`src/led_pkg.sv`:
```
// Purpose : constants for the fieldbus status indicator and process data block
// Assumes : 10 MHz clock, asynchronous active-low reset
// Notes   : no software registers; every control is a port
//
// Notes on behaviour
// - status indicator dark while module unpowered, initializing or inactive
// - basic ethernet state: fast green flash, 50 ms on, 50 ms off
// - one, two, three green flashes for preop first, preop second, ready
// - operational state: steady green, process data sent and received
// - stopped state: slow green flash, 200 ms on, 200 ms off
// - outside operational, sent data flagged invalid, received data ignored
// - error dark without error, red for non-fatal, both red when fatal
// - per port link indicator: off, steady with link, flashing with traffic
// - two ports, 100 Mbit half duplex, line or star wiring
// - two 32-bit words each way per cycle
// - weight sent as floating point or integer per configuration
// - second variant: error with run off lights error and enters exception
// - second variant: run green normally, both red on fatal event
package led_pkg;
	localparam int unsigned CLK_HZ        = 10_000_000;
	localparam int unsigned TICK_US       = 1000;
	localparam int unsigned TICK_CYC      = CLK_HZ / 1_000_000 * TICK_US;
	localparam int unsigned FAST_MS       = 50;
	localparam int unsigned SLOW_MS       = 200;
	localparam int unsigned FLASH_ON_MS   = 200;
	localparam int unsigned FLASH_GAP_MS  = 200;
	localparam int unsigned FLASH_END_MS  = 2000;
	localparam int unsigned ACT_MS        = 50;
	localparam int unsigned MS_W          = 11;
	localparam int unsigned DW            = 32;
	localparam logic [2:0]  NMT_OFF       = 3'h0;
	localparam logic [2:0]  NMT_BASIC     = 3'h1;
	localparam logic [2:0]  NMT_PREOP1    = 3'h2;
	localparam logic [2:0]  NMT_PREOP2    = 3'h3;
	localparam logic [2:0]  NMT_READY     = 3'h4;
	localparam logic [2:0]  NMT_OPER      = 3'h5;
	localparam logic [2:0]  NMT_STOP      = 3'h6;
	localparam logic [1:0]  LED_OFF       = 2'h0;
	localparam logic [1:0]  LED_GREEN     = 2'h1;
	localparam logic [1:0]  LED_RED       = 2'h2;
	localparam logic [1:0]  LINK_OFF      = 2'h0;
	localparam logic [1:0]  LINK_ON       = 2'h1;
	localparam logic [1:0]  LINK_ACT      = 2'h2;
	localparam int unsigned PORTS         = 2;
	localparam int unsigned PORT_MBIT     = 100;
endpackage

```
`src/link_led.sv`:
```
`timescale 1ns/100ps
// Purpose : one port link/activity indicator
// Assumes : link and activity already synchronised
// Notes   : activity is stretched so short bursts stay visible
module link_led
	import led_pkg::*;
(
	input  wire logic clk,
	input  wire logic rst_n,
	input  wire logic ms_tick,
	input  wire logic link,
	input  wire logic act,
	output logic      led_ff
);
	logic [MS_W-1:0] hold_ff;
	logic [MS_W-1:0] phase_ff;
	wire             busy     = (hold_ff != '0);
	wire             blink    = (phase_ff < MS_W'(ACT_MS));
	wire             nxt_led  = link & (busy ? blink : 1'b1);
	wire [MS_W-1:0]  nxt_hold = act ? MS_W'(2 * ACT_MS) :
	                            (busy & ms_tick) ? hold_ff - 1'b1 : hold_ff;
	wire [MS_W-1:0]  nxt_ph   = !busy ? '0 :
	                            !ms_tick ? phase_ff :
	                            (phase_ff == MS_W'(2 * ACT_MS - 1)) ? '0 : phase_ff + 1'b1;

	always_ff @(posedge clk or negedge rst_n) begin
		if (!rst_n) begin
			hold_ff  <= '0;
			phase_ff <= '0;
			led_ff   <= 1'b0;
		end else begin
			hold_ff  <= nxt_hold;
			phase_ff <= nxt_ph;
			led_ff   <= nxt_led;
		end
	end
endmodule // link_led

```
`src/status_led_top.sv`:
```
`timescale 1ns/100ps
// Purpose : status, error and link indicators plus cyclic data exchange
// Assumes : protocol stack drives state, error and data on this clock
// Notes   : link pins come from the phy and are synchronised here
module status_led_top
	import led_pkg::*;
(
	input  wire logic          clk,
	input  wire logic          rst_n,
	input  wire logic          variant_b,
	input  wire logic [2:0]    nmt_state,
	input  wire logic          module_active,
	input  wire logic          nonfatal_err,
	input  wire logic          fatal_evt,
	input  wire logic          float_fmt,
	input  wire logic [DW-1:0] weight_int,
	input  wire logic [DW-1:0] weight_float,
	input  wire logic [DW-1:0] status_word,
	input  wire logic          cycle_strobe,
	input  wire logic [DW-1:0] rx_word0,
	input  wire logic [DW-1:0] rx_word1,
	input  wire logic          first_port_link,
	input  wire logic          first_port_act,
	input  wire logic          second_port_link,
	input  wire logic          second_port_act,
	output logic [1:0]         network_run_indicator,
	output logic               app_error_indicator,
	output logic               first_port_led,
	output logic               second_port_led,
	output logic [DW-1:0]      tx_word0,
	output logic [DW-1:0]      tx_word1,
	output logic               tx_valid,
	output logic [DW-1:0]      cmd_word0,
	output logic [DW-1:0]      cmd_word1,
	output logic               cmd_update,
	output logic               exception_state
);
	// ==========================================================
	// millisecond time base
	logic [13:0]     div_ff;
	logic            tick_ff;
	logic [MS_W-1:0] ms_ff;
	logic [2:0]      shown_ff;
	wire             div_end = (div_ff == 14'(TICK_CYC - 1));
	wire [13:0]      nxt_div = div_end ? '0 : div_ff + 1'b1;

	always_ff @(posedge clk or negedge rst_n) begin
		if (!rst_n) begin
			div_ff  <= '0;
			tick_ff <= 1'b0;
		end else begin
			div_ff  <= nxt_div;
			tick_ff <= div_end;
		end
	end

	// ==========================================================
	// pin synchronisers
	// link pins are asynchronous, so only the second stage is ever decoded
	logic [3:0] s1_ff;
	logic [3:0] s2_ff;

	always_ff @(posedge clk or negedge rst_n) begin
		if (!rst_n) begin
			s1_ff <= '0;
			s2_ff <= '0;
		end else begin
			s1_ff <= {second_port_act, second_port_link, first_port_act, first_port_link};
			s2_ff <= s1_ff;
		end
	end

	// ==========================================================
	// pattern generator
	// dark when inactive
	wire [2:0] eff_state = module_active ? nmt_state : NMT_OFF;
	// one stale pattern cycle after a change, far below what the eye sees
	// restart on change
	wire       restart   = (eff_state != shown_ff);

	function automatic logic [MS_W-1:0] period_of(input logic [2:0] st);
		case (st)
			NMT_BASIC: period_of = MS_W'(2 * FAST_MS);
			NMT_STOP:  period_of = MS_W'(2 * SLOW_MS);
			default:   period_of = MS_W'(FLASH_END_MS);
		endcase
	endfunction

	function automatic logic is_oper(input logic active, input logic [2:0] st);
		is_oper = active & (st == NMT_OPER);
	endfunction

	// n flashes of FLASH_ON_MS separated by FLASH_GAP_MS, then dark to period end
	// the loop caps the count at three; the period would hold up to five
	function automatic logic burst(input logic [MS_W-1:0] t, input int unsigned n);
		logic [MS_W-1:0] slot;
		slot  = MS_W'(FLASH_ON_MS + FLASH_GAP_MS);
		burst = 1'b0;
		for (int unsigned i = 0; i < 3; i++) begin
			if (i < n && t >= MS_W'(i) * slot && t < MS_W'(i) * slot + MS_W'(FLASH_ON_MS))
				burst = 1'b1;
		end
	endfunction

	wire [MS_W-1:0] per     = period_of(eff_state);
	wire            ms_wrap = tick_ff && (ms_ff == per - 1'b1);
	wire [MS_W-1:0] nxt_ms  = restart ? '0 :
	                          ms_wrap ? '0 :
	                          tick_ff ? ms_ff + 1'b1 : ms_ff;

	logic green;
	always_comb begin
		green = 1'b0;
		case (eff_state)
			NMT_BASIC:  green = (ms_ff < MS_W'(FAST_MS));
			NMT_PREOP1: green = burst(ms_ff, 1);
			NMT_PREOP2: green = burst(ms_ff, 2);
			NMT_READY:  green = burst(ms_ff, 3);
			NMT_OPER:   green = 1'b1;
			NMT_STOP:   green = (ms_ff < MS_W'(SLOW_MS));
			default:    green = 1'b0;
		endcase
	end

	// run green normal, red on fatal
	wire       run_ok  = variant_b ? is_oper(module_active, nmt_state) : green;
	// fatal outranks the pattern so the red pair is never masked
	// fatal forces both red
	wire [1:0] nxt_run = fatal_evt ? LED_RED : (variant_b ? (run_ok ? LED_GREEN : LED_OFF)
	                                                        : (green ? LED_GREEN : LED_OFF));
	wire       nxt_err = fatal_evt | nonfatal_err;
	wire       nxt_exc = variant_b & nonfatal_err & ~fatal_evt & ~run_ok;

	always_ff @(posedge clk or negedge rst_n) begin
		if (!rst_n) begin
			ms_ff    <= '0;
			shown_ff <= NMT_OFF;
		end else begin
			ms_ff    <= nxt_ms;
			shown_ff <= eff_state;
		end
	end

	// ==========================================================
	// status and error outputs
	always_ff @(posedge clk or negedge rst_n) begin
		if (!rst_n) begin
			network_run_indicator <= LED_OFF;
			app_error_indicator   <= 1'b0;
			exception_state       <= 1'b0;
		end else begin
			network_run_indicator <= nxt_run;
			app_error_indicator   <= nxt_err;
			exception_state       <= nxt_exc;
		end
	end

	// ==========================================================
	// link indicators
	// two independent ports
	link_led u_first (
		.clk     (clk),
		.rst_n   (rst_n),
		.ms_tick (tick_ff),
		.link    (s2_ff[0]),
		.act     (s2_ff[1]),
		.led_ff  (first_port_led)
	);
	link_led u_second (
		.clk     (clk),
		.rst_n   (rst_n),
		.ms_tick (tick_ff),
		.link    (s2_ff[2]),
		.act     (s2_ff[3]),
		.led_ff  (second_port_led)
	);

	// ==========================================================
	// cyclic process data
	wire          oper     = is_oper(module_active, nmt_state) & ~fatal_evt;
	wire [DW-1:0] weight   = float_fmt ? weight_float : weight_int;
	// words follow every strobe; only tx_valid tells the master to trust them
	// invalid outside operational
	wire          nxt_txv  = oper;
	wire          take_rx  = cycle_strobe & oper;

	always_ff @(posedge clk or negedge rst_n) begin
		if (!rst_n) begin
			tx_word0 <= '0;
			tx_word1 <= '0;
			tx_valid <= 1'b0;
		end else begin
			if (cycle_strobe) begin
				tx_word0 <= weight;
				tx_word1 <= status_word;
			end
			tx_valid <= nxt_txv;
		end
	end

	always_ff @(posedge clk or negedge rst_n) begin
		if (!rst_n) begin
			cmd_word0  <= '0;
			cmd_word1  <= '0;
			cmd_update <= 1'b0;
		end else begin
			cmd_update <= take_rx;
			if (take_rx) begin
				cmd_word0 <= rx_word0;
				cmd_word1 <= rx_word1;
			end
		end
	end
endmodule // status_led_top

```
`config.mk`:
```
export PLATFORM = sky130hd
export DESIGN_NAME = status_led_top
export DESIGN_NICKNAME = d
export VERILOG_FILES = /design/src/led_pkg.sv /design/src/link_led.sv /design/src/status_led_top.sv
export SDC_FILE = /design/constraint.sdc
export NUM_CORES = 1
export LEC_CHECK = 0
export ABC_CLOCK_PERIOD_IN_PS = 2570
export BUFFER_PORTS_ARGS = -buffer_cell sky130_fd_sc_hd__buf_4
export CAP_MARGIN = 15
export CELL_PAD_IN_SITES_DETAIL_PLACEMENT = 1
export CELL_PAD_IN_SITES_GLOBAL_PLACEMENT = 1
export CORE_MARGIN = 3
export CORE_UTILIZATION = 39
export CTS_CLUSTER_DIAMETER = 60
export CTS_CLUSTER_SIZE = 24
export DETAILED_ROUTE_END_ITERATION = 7
export PLACE_DENSITY = 0.76
export SLEW_MARGIN = 20
export SYNTH_ARGS = -nofsm -noshare
export SYNTH_HDL_FRONTEND = slang
export SYNTH_HIERARCHICAL = 1
export SYNTH_SLANG_ARGS = --single-unit
```
`constraint.sdc`:
```
create_clock -name clk -period 2.57 [get_ports clk]
set_input_delay 0.1285 -clock clk [delete_from_list [all_inputs] [get_ports clk]]
set_output_delay 0.1285 -clock clk [all_outputs]
set_load 0.005 [all_outputs]
```
==> results of run 1 <==
==> timing repair <==
item	in CTS	in global routing
endpoints found under the hold margin	209	0
gates resized for setup	0	0
hold buffers	171	0
==> tightest hold or removal path, delay by kind of cell <==
kind / cells / cell delay, ns
compound gates: 1 / 0.19
mux: 1 / 0.13
buf+inv: 1 / 0.08
==> power groups by stage <==
stage	sequential (mW)	clock (mW)	combinational, mW
after floorplan	3.96	0	0.340
after global placement	3.95	0	1.24
after detailed placement	3.97	0	1.27
after CTS	3.91	3.31	1.51
after global routing	3.99	3.51	1.68
final	3.96	3.31	1.58
==> synthesized netlist by cell type (3+ instances only) <==
| master | count | area [um^2] |
|---|---|---|
| dfrtp_1 | 217 | 5430 |
| nand3b_1 | 7 | 52.6 |
| or4b_1 | 3 | 30.0 |
| buf_6 | 3 | 33.8 |
| xnor2_1 | 15 | 131 |
| or2_2 | 3 | 18.8 |
| nor3_1 | 17 | 85.1 |
| buf_8 | 5 | 75.1 |
| or4_1 | 9 | 67.6 |
| nand3_1 | 22 | 110 |
| xor2_1 | 12 | 105 |
| nand4b_1 | 3 | 26.3 |
| nor4_1 | 9 | 56.3 |
| a311oi_1 | 4 | 35.0 |
| o41ai_1 | 4 | 35.0 |
| nor2b_1 | 8 | 50.1 |
| o21ai_1 | 6 | 30.0 |
| buf_2 | 9 | 45.0 |
| nor2_1 | 82 | 308 |
| a21oi_1 | 60 | 300 |
| and3_1 | 4 | 25.0 |
| o311a_1 | 4 | 40.0 |
| nand4_1 | 11 | 68.8 |
| o21ai_0 | 14 | 70.1 |
| a211oi_1 | 5 | 37.5 |
| and2_4 | 3 | 26.3 |
| o31ai_1 | 5 | 37.5 |
| nand2_1 | 42 | 158 |
| mux2_2 | 43 | 484 |
| ha_1 | 6 | 75.1 |
| or3_1 | 12 | 75.1 |
| mux2i_1 | 35 | 350 |
| nor3b_1 | 3 | 22.5 |
| inv_1 | 7 | 26.3 |
| clkbuf_1 | 22 | 82.6 |
| mux2_1 | 54 | 608 |
==> cell type report <==
class                           count  share of cell area (%)
Inverter                            9                   0.230
Clock buffer                       22                    3.67
Multi-Input combinational cell    543                    26.5
Antenna cell                        3                  0.0510
Tap cell                          319                    2.71
Timing Repair Buffer              494                    28.7
Sequential cell                   217                    36.9
Clock inverter                     14                    1.20
==> path summary, 6_finish.rpt <==
check / startpoint / to / slack (ns) / depth (start not counted)
worst max-delay path: u_second/hold_ff[7] / u_second/hold_ff[0] / 0.45 / 5
worst min-delay path: weight_int[26] / tx_word0[26] / 0.08 / 3
worst max register to register: u_second/hold_ff[7] / u_second/hold_ff[0] / 0.45 / 5
worst min register to register: s1_ff[1] / s2_ff[1] / 0.35 / 0
max in group asynchronous: rst_n / tx_word0[0] / 1.54 / 3
min in group asynchronous: rst_n / u_first/led_ff / 0.17 / 2
==> routing by layer <==
layer	global-route usage (%)	vias up	part of all wire (%)
met5	0	-	0
met4	12.6	0	5.7
met3	6.01	109	5.4
met2	51.0	302	54
met1	29.1	4247	35
li1	-	3856	-
==> flip-flops by register name (all words and copies together), names as in the netlist <==
register and cells:
app_error_indicator 1, cmd_update 1, cmd_word0 32, cmd_word1 32, div_ff 14, exception_state 1
ms_ff 11, network_run_indicator 2, s1_ff 4, s2_ff 4, shown_ff 3, tick_ff 1
tx_valid 1, tx_word0 32, tx_word1 32, u_first/hold_ff 11, u_first/led_ff 1, u_first/phase_ff 11
u_second/hold_ff 11, u_second/led_ff 1, u_second/phase_ff 11
==> cell families after synthesis <==
logic type	after synthesis	synth area share [%]
flops	217	56.2
compound gates	117	7.54
buf+inv	54	3.32
mux	132	14.9
fa+ha+maj	6	0.777
simple gates	260	14.6
xor+xnor	28	2.62
==> per-stage QoR <==
stage,cells,hold WS [ns],utilization [%]
2_1_floorplan,814,-0.167,-
3_3_place_gp,1411,0.142,51.4
3_5_place_dp,1411,0.133,51.4
4_1_cts,1618,0.0445,61.5
5_1_grt,1621,0.126,61.6
6_report,1621,0.0824,61.6
==> key figures, run 1 <==
Critical path
  – Crit. End Element: flop
  – Cells along the critical path: or4_4 -> nor4b_4 -> buf_12 -> or3_1 -> a21oi_1
  – Critical Path RT: 2.95 ns
  – Critical path launch point type: flop
  – CP bufs+invs: 1
  – Critical setup path kind: reg2reg
  – Crit-path slowest cell: or4_4
  – Maximum fanout along the worst path: 17
  – Top delay family on crit path: simple AND/OR/NAND/NOR gates
  – Crit-path max cell delay: 0.58 ns
  – CP arrival: 2.50 ns

CTS
  – CTS tree: done
  – Clk buf depth: 3
  – CTS Buf Count: 20
  – Post-CTS Setup Bufs: 0
  – Clock slew at reported path FFs: 0.08 ns
  – Root Driver: clkbuf_16
  – Max H-tree Level: 1
  – Clk Latency, worst-skew pair: 0.51 ns
  – Clk sinks: 217

Drt
  – DR vias: 8514
  – DR vias/cell: 5.25
  – Drt pass-1 iters: 4
  – Initial DRC count: 393
  – Routed Antenna Nets: 0
  – WL final: 36.9 mm
  – DR WL/cell: 22.7 um
  – # DRC: 0

Timing
  – Slew Viols, Final: 0
  – FMAX: 472 MHz
  – Tightest Pin Transition: 0.603 ns
  – Slew headroom: 59.8%
  – Final period utilization: 82.5%
  – Total Negative Setup Slacks: 0 ns
  – Final Hold Fails: 0
  – Worst Skew: 0.0172 ns
  – Setup WS post-layout: 0.451 ns
  – RSZ-0062 raised after global routing: false
  – Post-layout minimum cycle time: 2.12 ns
  – Final setup vio count: 0

Logic synthesis
  – Async S/R FF share, synth: 100%
  – Cell variety after synth: 68
  – Flop and latch count out of synthesis: 217
  – Synth warnings: 6
  – Number of flops mapped to enable cells by yosys: 0
  – Main flop type after synthesis: dfrtp_1
  – Synthesized cell area: 9660 um^2
  – Post-Syn Area per Cell: 11.9 um^2
  – Register area share after synthesis: 56.2%
  – Mapped Cells: 814
  – Mapped Nets: 995

Finish
  – Most common library cell in the layout ignoring fill and taps: buf_4
  – Layout cell share with drive strength beyond 1: 32.8%
  – Layout area overhead: 52.4%
  – FF+latch area: 5430 um^2
  – Design area: 14700 um^2
  – Most frequent cells in the layout: buf_4, dfrtp_1, dlygate4sd3_1
  – Area of the multi-input gates: 3910 um^2
  – Nets: 1466
  – Filler cell count: 2432

Floorplan
  – DIE AREA: 26700 um^2
  – I/O pins: 311
  – Die H: 163 um
  – Row cnt: 56
  – Core Region: 23900 um^2
  – Die width: 163 um
  – Initial Util: 40.4%

Power and ir drop
  – Pwr Total: 8.84 mW
  – Psw: 2.46 mW
  – Switching share of power: 27.8%
  – Comb pwr share: 17.9%
  – Peak supply drop: 0.000414 V
  – Clk pwr share: 37.4%
  – P_int: 6.38 mW
  – Leakage: 6.80 nW
  – Power density cells: 601 nW/um^2
  – Reg power frac: 44.7%

Global route
  – Vias in the first global route: 9735
  – Remaining global-route overflow: 0
  – Largest net degree at the start of global routing: 97
  – Initial antenna violation count: 3
  – First-pass GRT wire length: 56.2 mm
  – GR Util All Layers: 27.3%

Hold path
  – Hold Crit Class: in2reg

Placed design
  – Dpl hpwl: 20.9 mm
  – GP Congestion: 0.771
  – IO buf count: 310
  – Dpl cell area: 12300 um^2
  – Dpl ws: 0.476 ns

Flow run
  – MaxCap Viol Count: 0

Run status
  – Status: completed
No activity file was read; power rests on OpenSTA's default activity.
==> run 2, diff against run 1 <==
--- a/config.mk
+++ b/config.mk
@@ -5,17 +5,17 @@
 export SDC_FILE = /design/constraint.sdc
 export NUM_CORES = 1
 export LEC_CHECK = 0
-export ABC_CLOCK_PERIOD_IN_PS = 2570
+export ABC_CLOCK_PERIOD_IN_PS = 1800
 export BUFFER_PORTS_ARGS = -buffer_cell sky130_fd_sc_hd__buf_4
 export CAP_MARGIN = 15
 export CELL_PAD_IN_SITES_DETAIL_PLACEMENT = 1
 export CELL_PAD_IN_SITES_GLOBAL_PLACEMENT = 1
 export CORE_MARGIN = 3
-export CORE_UTILIZATION = 39
+export CORE_UTILIZATION = 36
 export CTS_CLUSTER_DIAMETER = 60
 export CTS_CLUSTER_SIZE = 24
 export DETAILED_ROUTE_END_ITERATION = 7
-export PLACE_DENSITY = 0.76
+export PLACE_DENSITY = 0.74
 export SLEW_MARGIN = 20
 export SYNTH_ARGS = -nofsm -noshare
 export SYNTH_HDL_FRONTEND = slang
==> constraint.sdc (replaced) <==
create_clock -name clk -period 1.8 [get_ports clk]
set_input_delay 0.09 -clock clk [delete_from_list [all_inputs] [get_ports clk]]
set_output_delay 0.09 -clock clk [all_outputs]
set_load 0.005 [all_outputs]
==> run 2 against run 1 <==
Net effect:
- the flow now finishes with violations (negative setup slack)
- total power up 50%
- via count grew 5.7%
- sequential power grew 43%
- non-clock buffer count rose by 72
- maximum frequency increased by 15%
- clock skew increased by 0.0019 ns
==> key figures, run 2 (synthesized netlist as in run 1, its figures left out) <==
Run status
  – Status: finished, violations left
  – Failing checks: negative setup slack

Global route
  – First-pass GRT wire length: 59.8 mm
  – Met1 Track Usage GR: 28.2%
  – Initial antenna violation count: 3
  – Vias in the first global route: 10.2k
  – GR Util met2: 49.0%
  – Remaining global-route overflow: 0
  – Largest net degree at the start of global routing: 89
  – GR Util All Layers: 26.5%
  – Top Usage Layer GRT: met2
  – GRT met3 Usage: 5.57%

Floorplan
  – Die width: 170 um
  – Core Region: 26200 um^2
  – I/O pins: 311
  – Initial Util: 36.8%
  – Die H: 170 um
  – DIE AREA: 28800 um^2
  – Row cnt: 59

Critical path
  – Reg2reg setup slack: -0.04 ns
  – Worst r2r src: u_first/hold_ff[7]
  – FF-to-FF End: u_first/hold_ff[3]
  – Critical setup path kind: reg2reg
  – Critical path launch point type: flop
  – Maximum fanout along the worst path: 11
  – CP arrival: 2.23 ns
  – Critical Path RT: 2.19 ns
  – Worst Reg-to-Reg Cells: 6
  – Crit. End Element: flop

Drt
  – # DRC: 0
  – DR vias: 8999
  – DR WL/cell: 23.3 um
  – Initial DRC count: 424
  – DR vias/cell: 5.24
  – Routed Antenna Nets: 0
  – Drt pass-1 iters: 4
  – WL final: 40.0 mm

Finish
  – Layout area overhead: 62.3%
  – Most frequent cells in the layout: buf_4, dfrtp_1, dlygate4sd3_1
  – Design area: 15700 um^2
  – Nets: 1543
  – Final non-filler cell total: 1718
  – Utilization after layout: 59.8%
  – Layout cell share with drive strength beyond 1: 39.2%
  – Most common library cell in the layout ignoring fill and taps: buf_4

Timing
  – Slew Viols, Final: 0
  – RSZ-0062 raised after global routing: true
  – Post-layout minimum cycle time: 1.84 ns
  – Final setup vio count: 6
  – Worst Skew: 0.0190 ns
  – Hold slack: 0.0603 ns
  – Final period utilization: 102%
  – Tightest Pin Transition: 0.615 ns
  – Slew headroom: 59.0%
  – Setup WS post-layout: -0.0443 ns
  – FMAX: 542 MHz
  – Final Hold Fails: 0

Hold path
  – Min-Delay Endpoint: network_run_indicator[0]
  – Hold Crit Class: in2reg
  – Worst hold path depth: 4
  – Hold Crit Start: nmt_state[0]

CTS
  – Clk buf depth: 3
  – Clock slew at reported path FFs: 0.07 ns
  – Max H-tree Level: 1
  – CTS Buf Count: 25
  – Root Driver: clkbuf_16
  – CTS tree: done
  – Clk sinks: 217
  – Clk Latency, worst-skew pair: 0.53 ns

Placed design
  – Post-placement cell count: 1485
  – IO buf count: 310
  – Dpl hpwl: 21.9 mm
  – Dpl cell area: 12800 um^2
  – GP Congestion: 0.800

Power and ir drop
  – Leakage: 7.27 nW
  – Power density cells: 846 nW/um^2
  – Pwr Total: 13.3 mW
  – Peak supply drop: 0.000570 V

Flow run
  – MaxCap Viol Count: 0
run 2: metrics by stage:
step                setup TNS (ns)  setup WS, ns
floorplan                        0       0.00533
global placement           -0.0140       -0.0140
detailed placement          -0.136       -0.0760
CTS                        -0.0207       -0.0207
global route                 -1.13        -0.112
finish                      -0.214       -0.0443
run 2: critical path: stages (launching register included):
cell and delay (ns):
dfrtp_1 0.38, or4_4 0.56, nor4b_4 0.30, buf_4 0.19
buf_12 0.12, or3_1 0.10, a21oi_1 0.06
run 2: where the power goes:
| part | internal (mW) | switching, mW | total [mW] |
|---|---|---|---|
| Clock | 2.85 | 2.42 | 5.26 |
| Sequential | 5.32 | 0.339 | 5.66 |
| Combinational | 1.38 | 0.956 | 2.33 |
| Total | 9.55 | 3.71 | 13.3 |
run 2: worst max-delay path by stage:
stage | startpoint | to | slack, ns | cells after the start
after floorplan | u_first/phase_ff[8] | u_first/phase_ff[10] | 0.005 | 5
after global placement | u_second/phase_ff[8] | u_second/phase_ff[10] | -0.01 | 4
after detailed placement | u_second/phase_ff[8] | u_second/phase_ff[10] | -0.08 | 4
after CTS | u_second/phase_ff[8] | u_second/phase_ff[10] | -0.02 | 4
after global routing | u_first/hold_ff[7] | u_first/hold_ff[4] | -0.11 | 6
final | u_first/hold_ff[7] | u_first/hold_ff[3] | -0.04 | 6
run 2: layout make-up:
type	count	area (um^2)
Fill cell	2674	10500
Sequential cell	217	5440
Timing Repair Buffer	566	4870
Multi-Input combinational cell	543	4090
Clock buffer	28	647
Tap cell	335	419
Clock inverter	17	174
Inverter	9	33.8
Antenna cell	3	7.51
run 2: layer usage:
metal | routed length, um | vias up
met5 | 0 | -
met4 | 2340 | 0
met3 | 1920 | 125
met2 | 21800 | 301
met1 | 13900 | 4556
li1 | - | 4017
run 2: timing repair:
action | in CTS | in global routing
hold buffers | 174 | 0
hold endpoints to repair | 303 | 0
resized for setup | 7 | 41
setup buffers | 1 | 9
endpoints found under the setup margin | 10 | 76
pin swaps | 2 | 21
cloned | 0 | 1
==> run 3, diff against run 2 <==
--- a/config.mk
+++ b/config.mk
@@ -6,16 +6,16 @@
 export NUM_CORES = 1
 export LEC_CHECK = 0
 export ABC_CLOCK_PERIOD_IN_PS = 1800
-export BUFFER_PORTS_ARGS = -buffer_cell sky130_fd_sc_hd__buf_4
 export CAP_MARGIN = 15
 export CELL_PAD_IN_SITES_DETAIL_PLACEMENT = 1
 export CELL_PAD_IN_SITES_GLOBAL_PLACEMENT = 1
 export CORE_MARGIN = 3
-export CORE_UTILIZATION = 36
+export CORE_UTILIZATION = 44
 export CTS_CLUSTER_DIAMETER = 60
 export CTS_CLUSTER_SIZE = 24
 export DETAILED_ROUTE_END_ITERATION = 7
-export PLACE_DENSITY = 0.74
+export DONT_BUFFER_PORTS = 1
+export PLACE_DENSITY = 0.72
 export SLEW_MARGIN = 20
 export SYNTH_ARGS = -nofsm -noshare
 export SYNTH_HDL_FRONTEND = slang
==> run 3 against run 2 <==
Net effect:
- the flow finishes with violations (negative hold slack, negative setup slack)
- combinational power is 56% lower
- worst hold slack worse by 0.78 ns
- cell area shrank 15%
- wire length decreased by 9.8%
- first-iteration DRC count increased by 2.8%
- sequential power up 3%
- critical path type unchanged
- largest cell class unchanged
==> key figures, run 3 (synthesized netlist as in run 1, its figures left out) <==
Drt
  – Routed Antenna Nets: 0
  – Initial DRC count: 436
  – DR vias: 7902
  – Drt pass-1 iters: 5
  – # DRC: 0
  – WL final: 36.1 mm
  – DR vias/cell: 5.91
  – DR WL/cell: 27.0 um

Critical path
  – Crit-path max cell delay: 0.57 ns
  – Maximum fanout along the worst path: 3
  – Critical Path RT: 2.19 ns
  – Crit-path slowest cell: or4_1
  – Crit. End Element: flop
  – Critical setup path kind: reg2reg
  – Critical path launch point type: flop
  – CP arrival: 2.35 ns
  – Cells along the critical path: ha_4 -> nand2_1 -> or4_1 -> or2_2 -> a211oi_1

Global route
  – Vias in the first global route: 8881
  – Largest net degree at the start of global routing: 218
  – Remaining global-route overflow: 0
  – Initial antenna violation count: 1
  – First-pass GRT wire length: 52.6 mm
  – GR Util All Layers: 28.2%

Flow run
  – MaxCap Viol Count: 0

Floorplan
  – DIE AREA: 23800 um^2
  – Die width: 154 um
  – Initial Util: 45.4%
  – Core Region: 21300 um^2
  – I/O pins: 311
  – Row cnt: 53
  – Die H: 154 um

Timing
  – Slew Viols, Final: 0
  – Final period utilization: 109%
  – Slew headroom: 62.3%
  – Setup WS post-layout: -0.162 ns
  – Post-layout minimum cycle time: 1.96 ns
  – Hold slack: -0.721 ns
  – Final setup vio count: 39
  – Final Hold Fails: 217
  – Tightest Pin Transition: 0.565 ns
  – Worst Skew: 0.0159 ns
  – RSZ-0062 raised after global routing: true
  – FMAX: 510 MHz

Run status
  – Status: finished, violations left
  – Failing checks: negative hold slack, negative setup slack

CTS
  – Root Driver: clkbuf_16
  – Max H-tree Level: 1
  – Hold Buf Count CTS: 178
  – Clk buf depth: 3
  – CTS tree: done
  – Clock slew at reported path FFs: 0.09 ns
  – Clk Latency, worst-skew pair: 0.51 ns
  – Clk sinks: 217
  – CTS Buf Count: 19

Placed design
  – GP Congestion: 0.877
  – IO buf count: 0
  – Dpl cell area: 10200 um^2
  – Post-placement cell count: 1098
  – Dpl hpwl: 18.4 mm

Finish
  – Layout cell share with drive strength beyond 1: 22.3%
  – Most frequent cells in the layout: dfrtp_1, dlygate4sd3_1, nor2_1
  – FF+latch area: 5430 um^2
  – Nets: 1230
  – Most common library cell in the layout ignoring fill and taps: dfrtp_1
  – Final non-filler cell total: 1338
  – Layout area overhead: 38.2%
  – Area of the multi-input gates: 4270 um^2
  – Design area: 13300 um^2
  – Filler cell count: 2054

Hold path
  – Hold Crit Class: in2async

Power and ir drop
  – Peak supply drop: 0.000644 V
  – Power density cells: 862 nW/um^2
  – Leakage: 5.71 nW
  – Pwr Total: 11.5 mW
run 3: metal layers:
metal	global-route usage (%)	vias up	share of wire (%)
li1	-	3383	-
met1	28.6	4032	34
met2	54.2	372	55
met3	6.50	115	6.0
met4	13.2	0	5.0
met5	0	-	0
run 3: where the power goes:
group	total [mW]	leakage, nW	switching [mW]	internal (mW)
Combinational	1.03	2.66	0.403	0.627
Clock	4.64	0.337	2.21	2.43
Sequential	5.84	2.71	0.518	5.32
run 3: cell type report:
| class | instances | share of cell area (%) |
|---|---|---|
| well taps | 275 | 2.58 |
| diodes | 1 | 0.0187 |
| repair buffers | 259 | 19.2 |
| clock inverters | 13 | 1.59 |
| inverters | 9 | 0.281 |
| clock buffers | 21 | 3.69 |
| multi-input cells | 543 | 32.0 |
| flip-flops and latches | 217 | 40.7 |
run 3: repair_timing:
item                       CTS  global route
cloned                       0             2
pin swaps                    6            33
setup endpoints to repair   31            81
resized for setup           14            67
hold endpoints to repair   360           217
buffers inserted             4            21
run 3: metrics by stage:
| step | setup WS [ns] | TNS, ns | utilization [%] | hold WS, ns |
|---|---|---|---|---|
| final | -0.162 | -2.89 | 62.7 | -0.721 |
| after global routing | -0.217 | -4.90 | 62.7 | -0.750 |
| after CTS | -0.0564 | -0.256 | 60.1 | -0.739 |
| after detailed placement | -0.0975 | -0.457 | 47.9 | -0.196 |
| after global placement | -0.0174 | -0.0283 | 47.9 | -0.198 |
| after floorplan | 0.00533 | 0 | - | -0.206 |
run 3: path summary, 6_finish.rpt:
kind / end / startpoint / cells past startpoint / slack (ns)
setup reg to reg: u_second/phase_ff[10] / u_second/phase_ff[0] / 5 / -0.16
setup / recovery: u_second/phase_ff[10] / u_second/phase_ff[0] / 5 / -0.16
max in group asynchronous: app_error_indicator / rst_n / 0 / 2.08
hold reg to reg: s2_ff[0] / s1_ff[0] / 0 / 0.35
min in group clk: ms_ff[1] / nmt_state[0] / 4 / 0.03
hold / removal: cmd_word0[18] / rst_n / 0 / -0.72
run 3: worst max-delay path: cells and delay by family, from the launching register on:
kind                     cells  cell delay [ns]
flip-flops                   1             0.41
AND/OR/NAND/NOR              3             0.95
adder cells (fa/ha/maj)      1             0.17
AO/OA/AOI/OAI                1             0.32
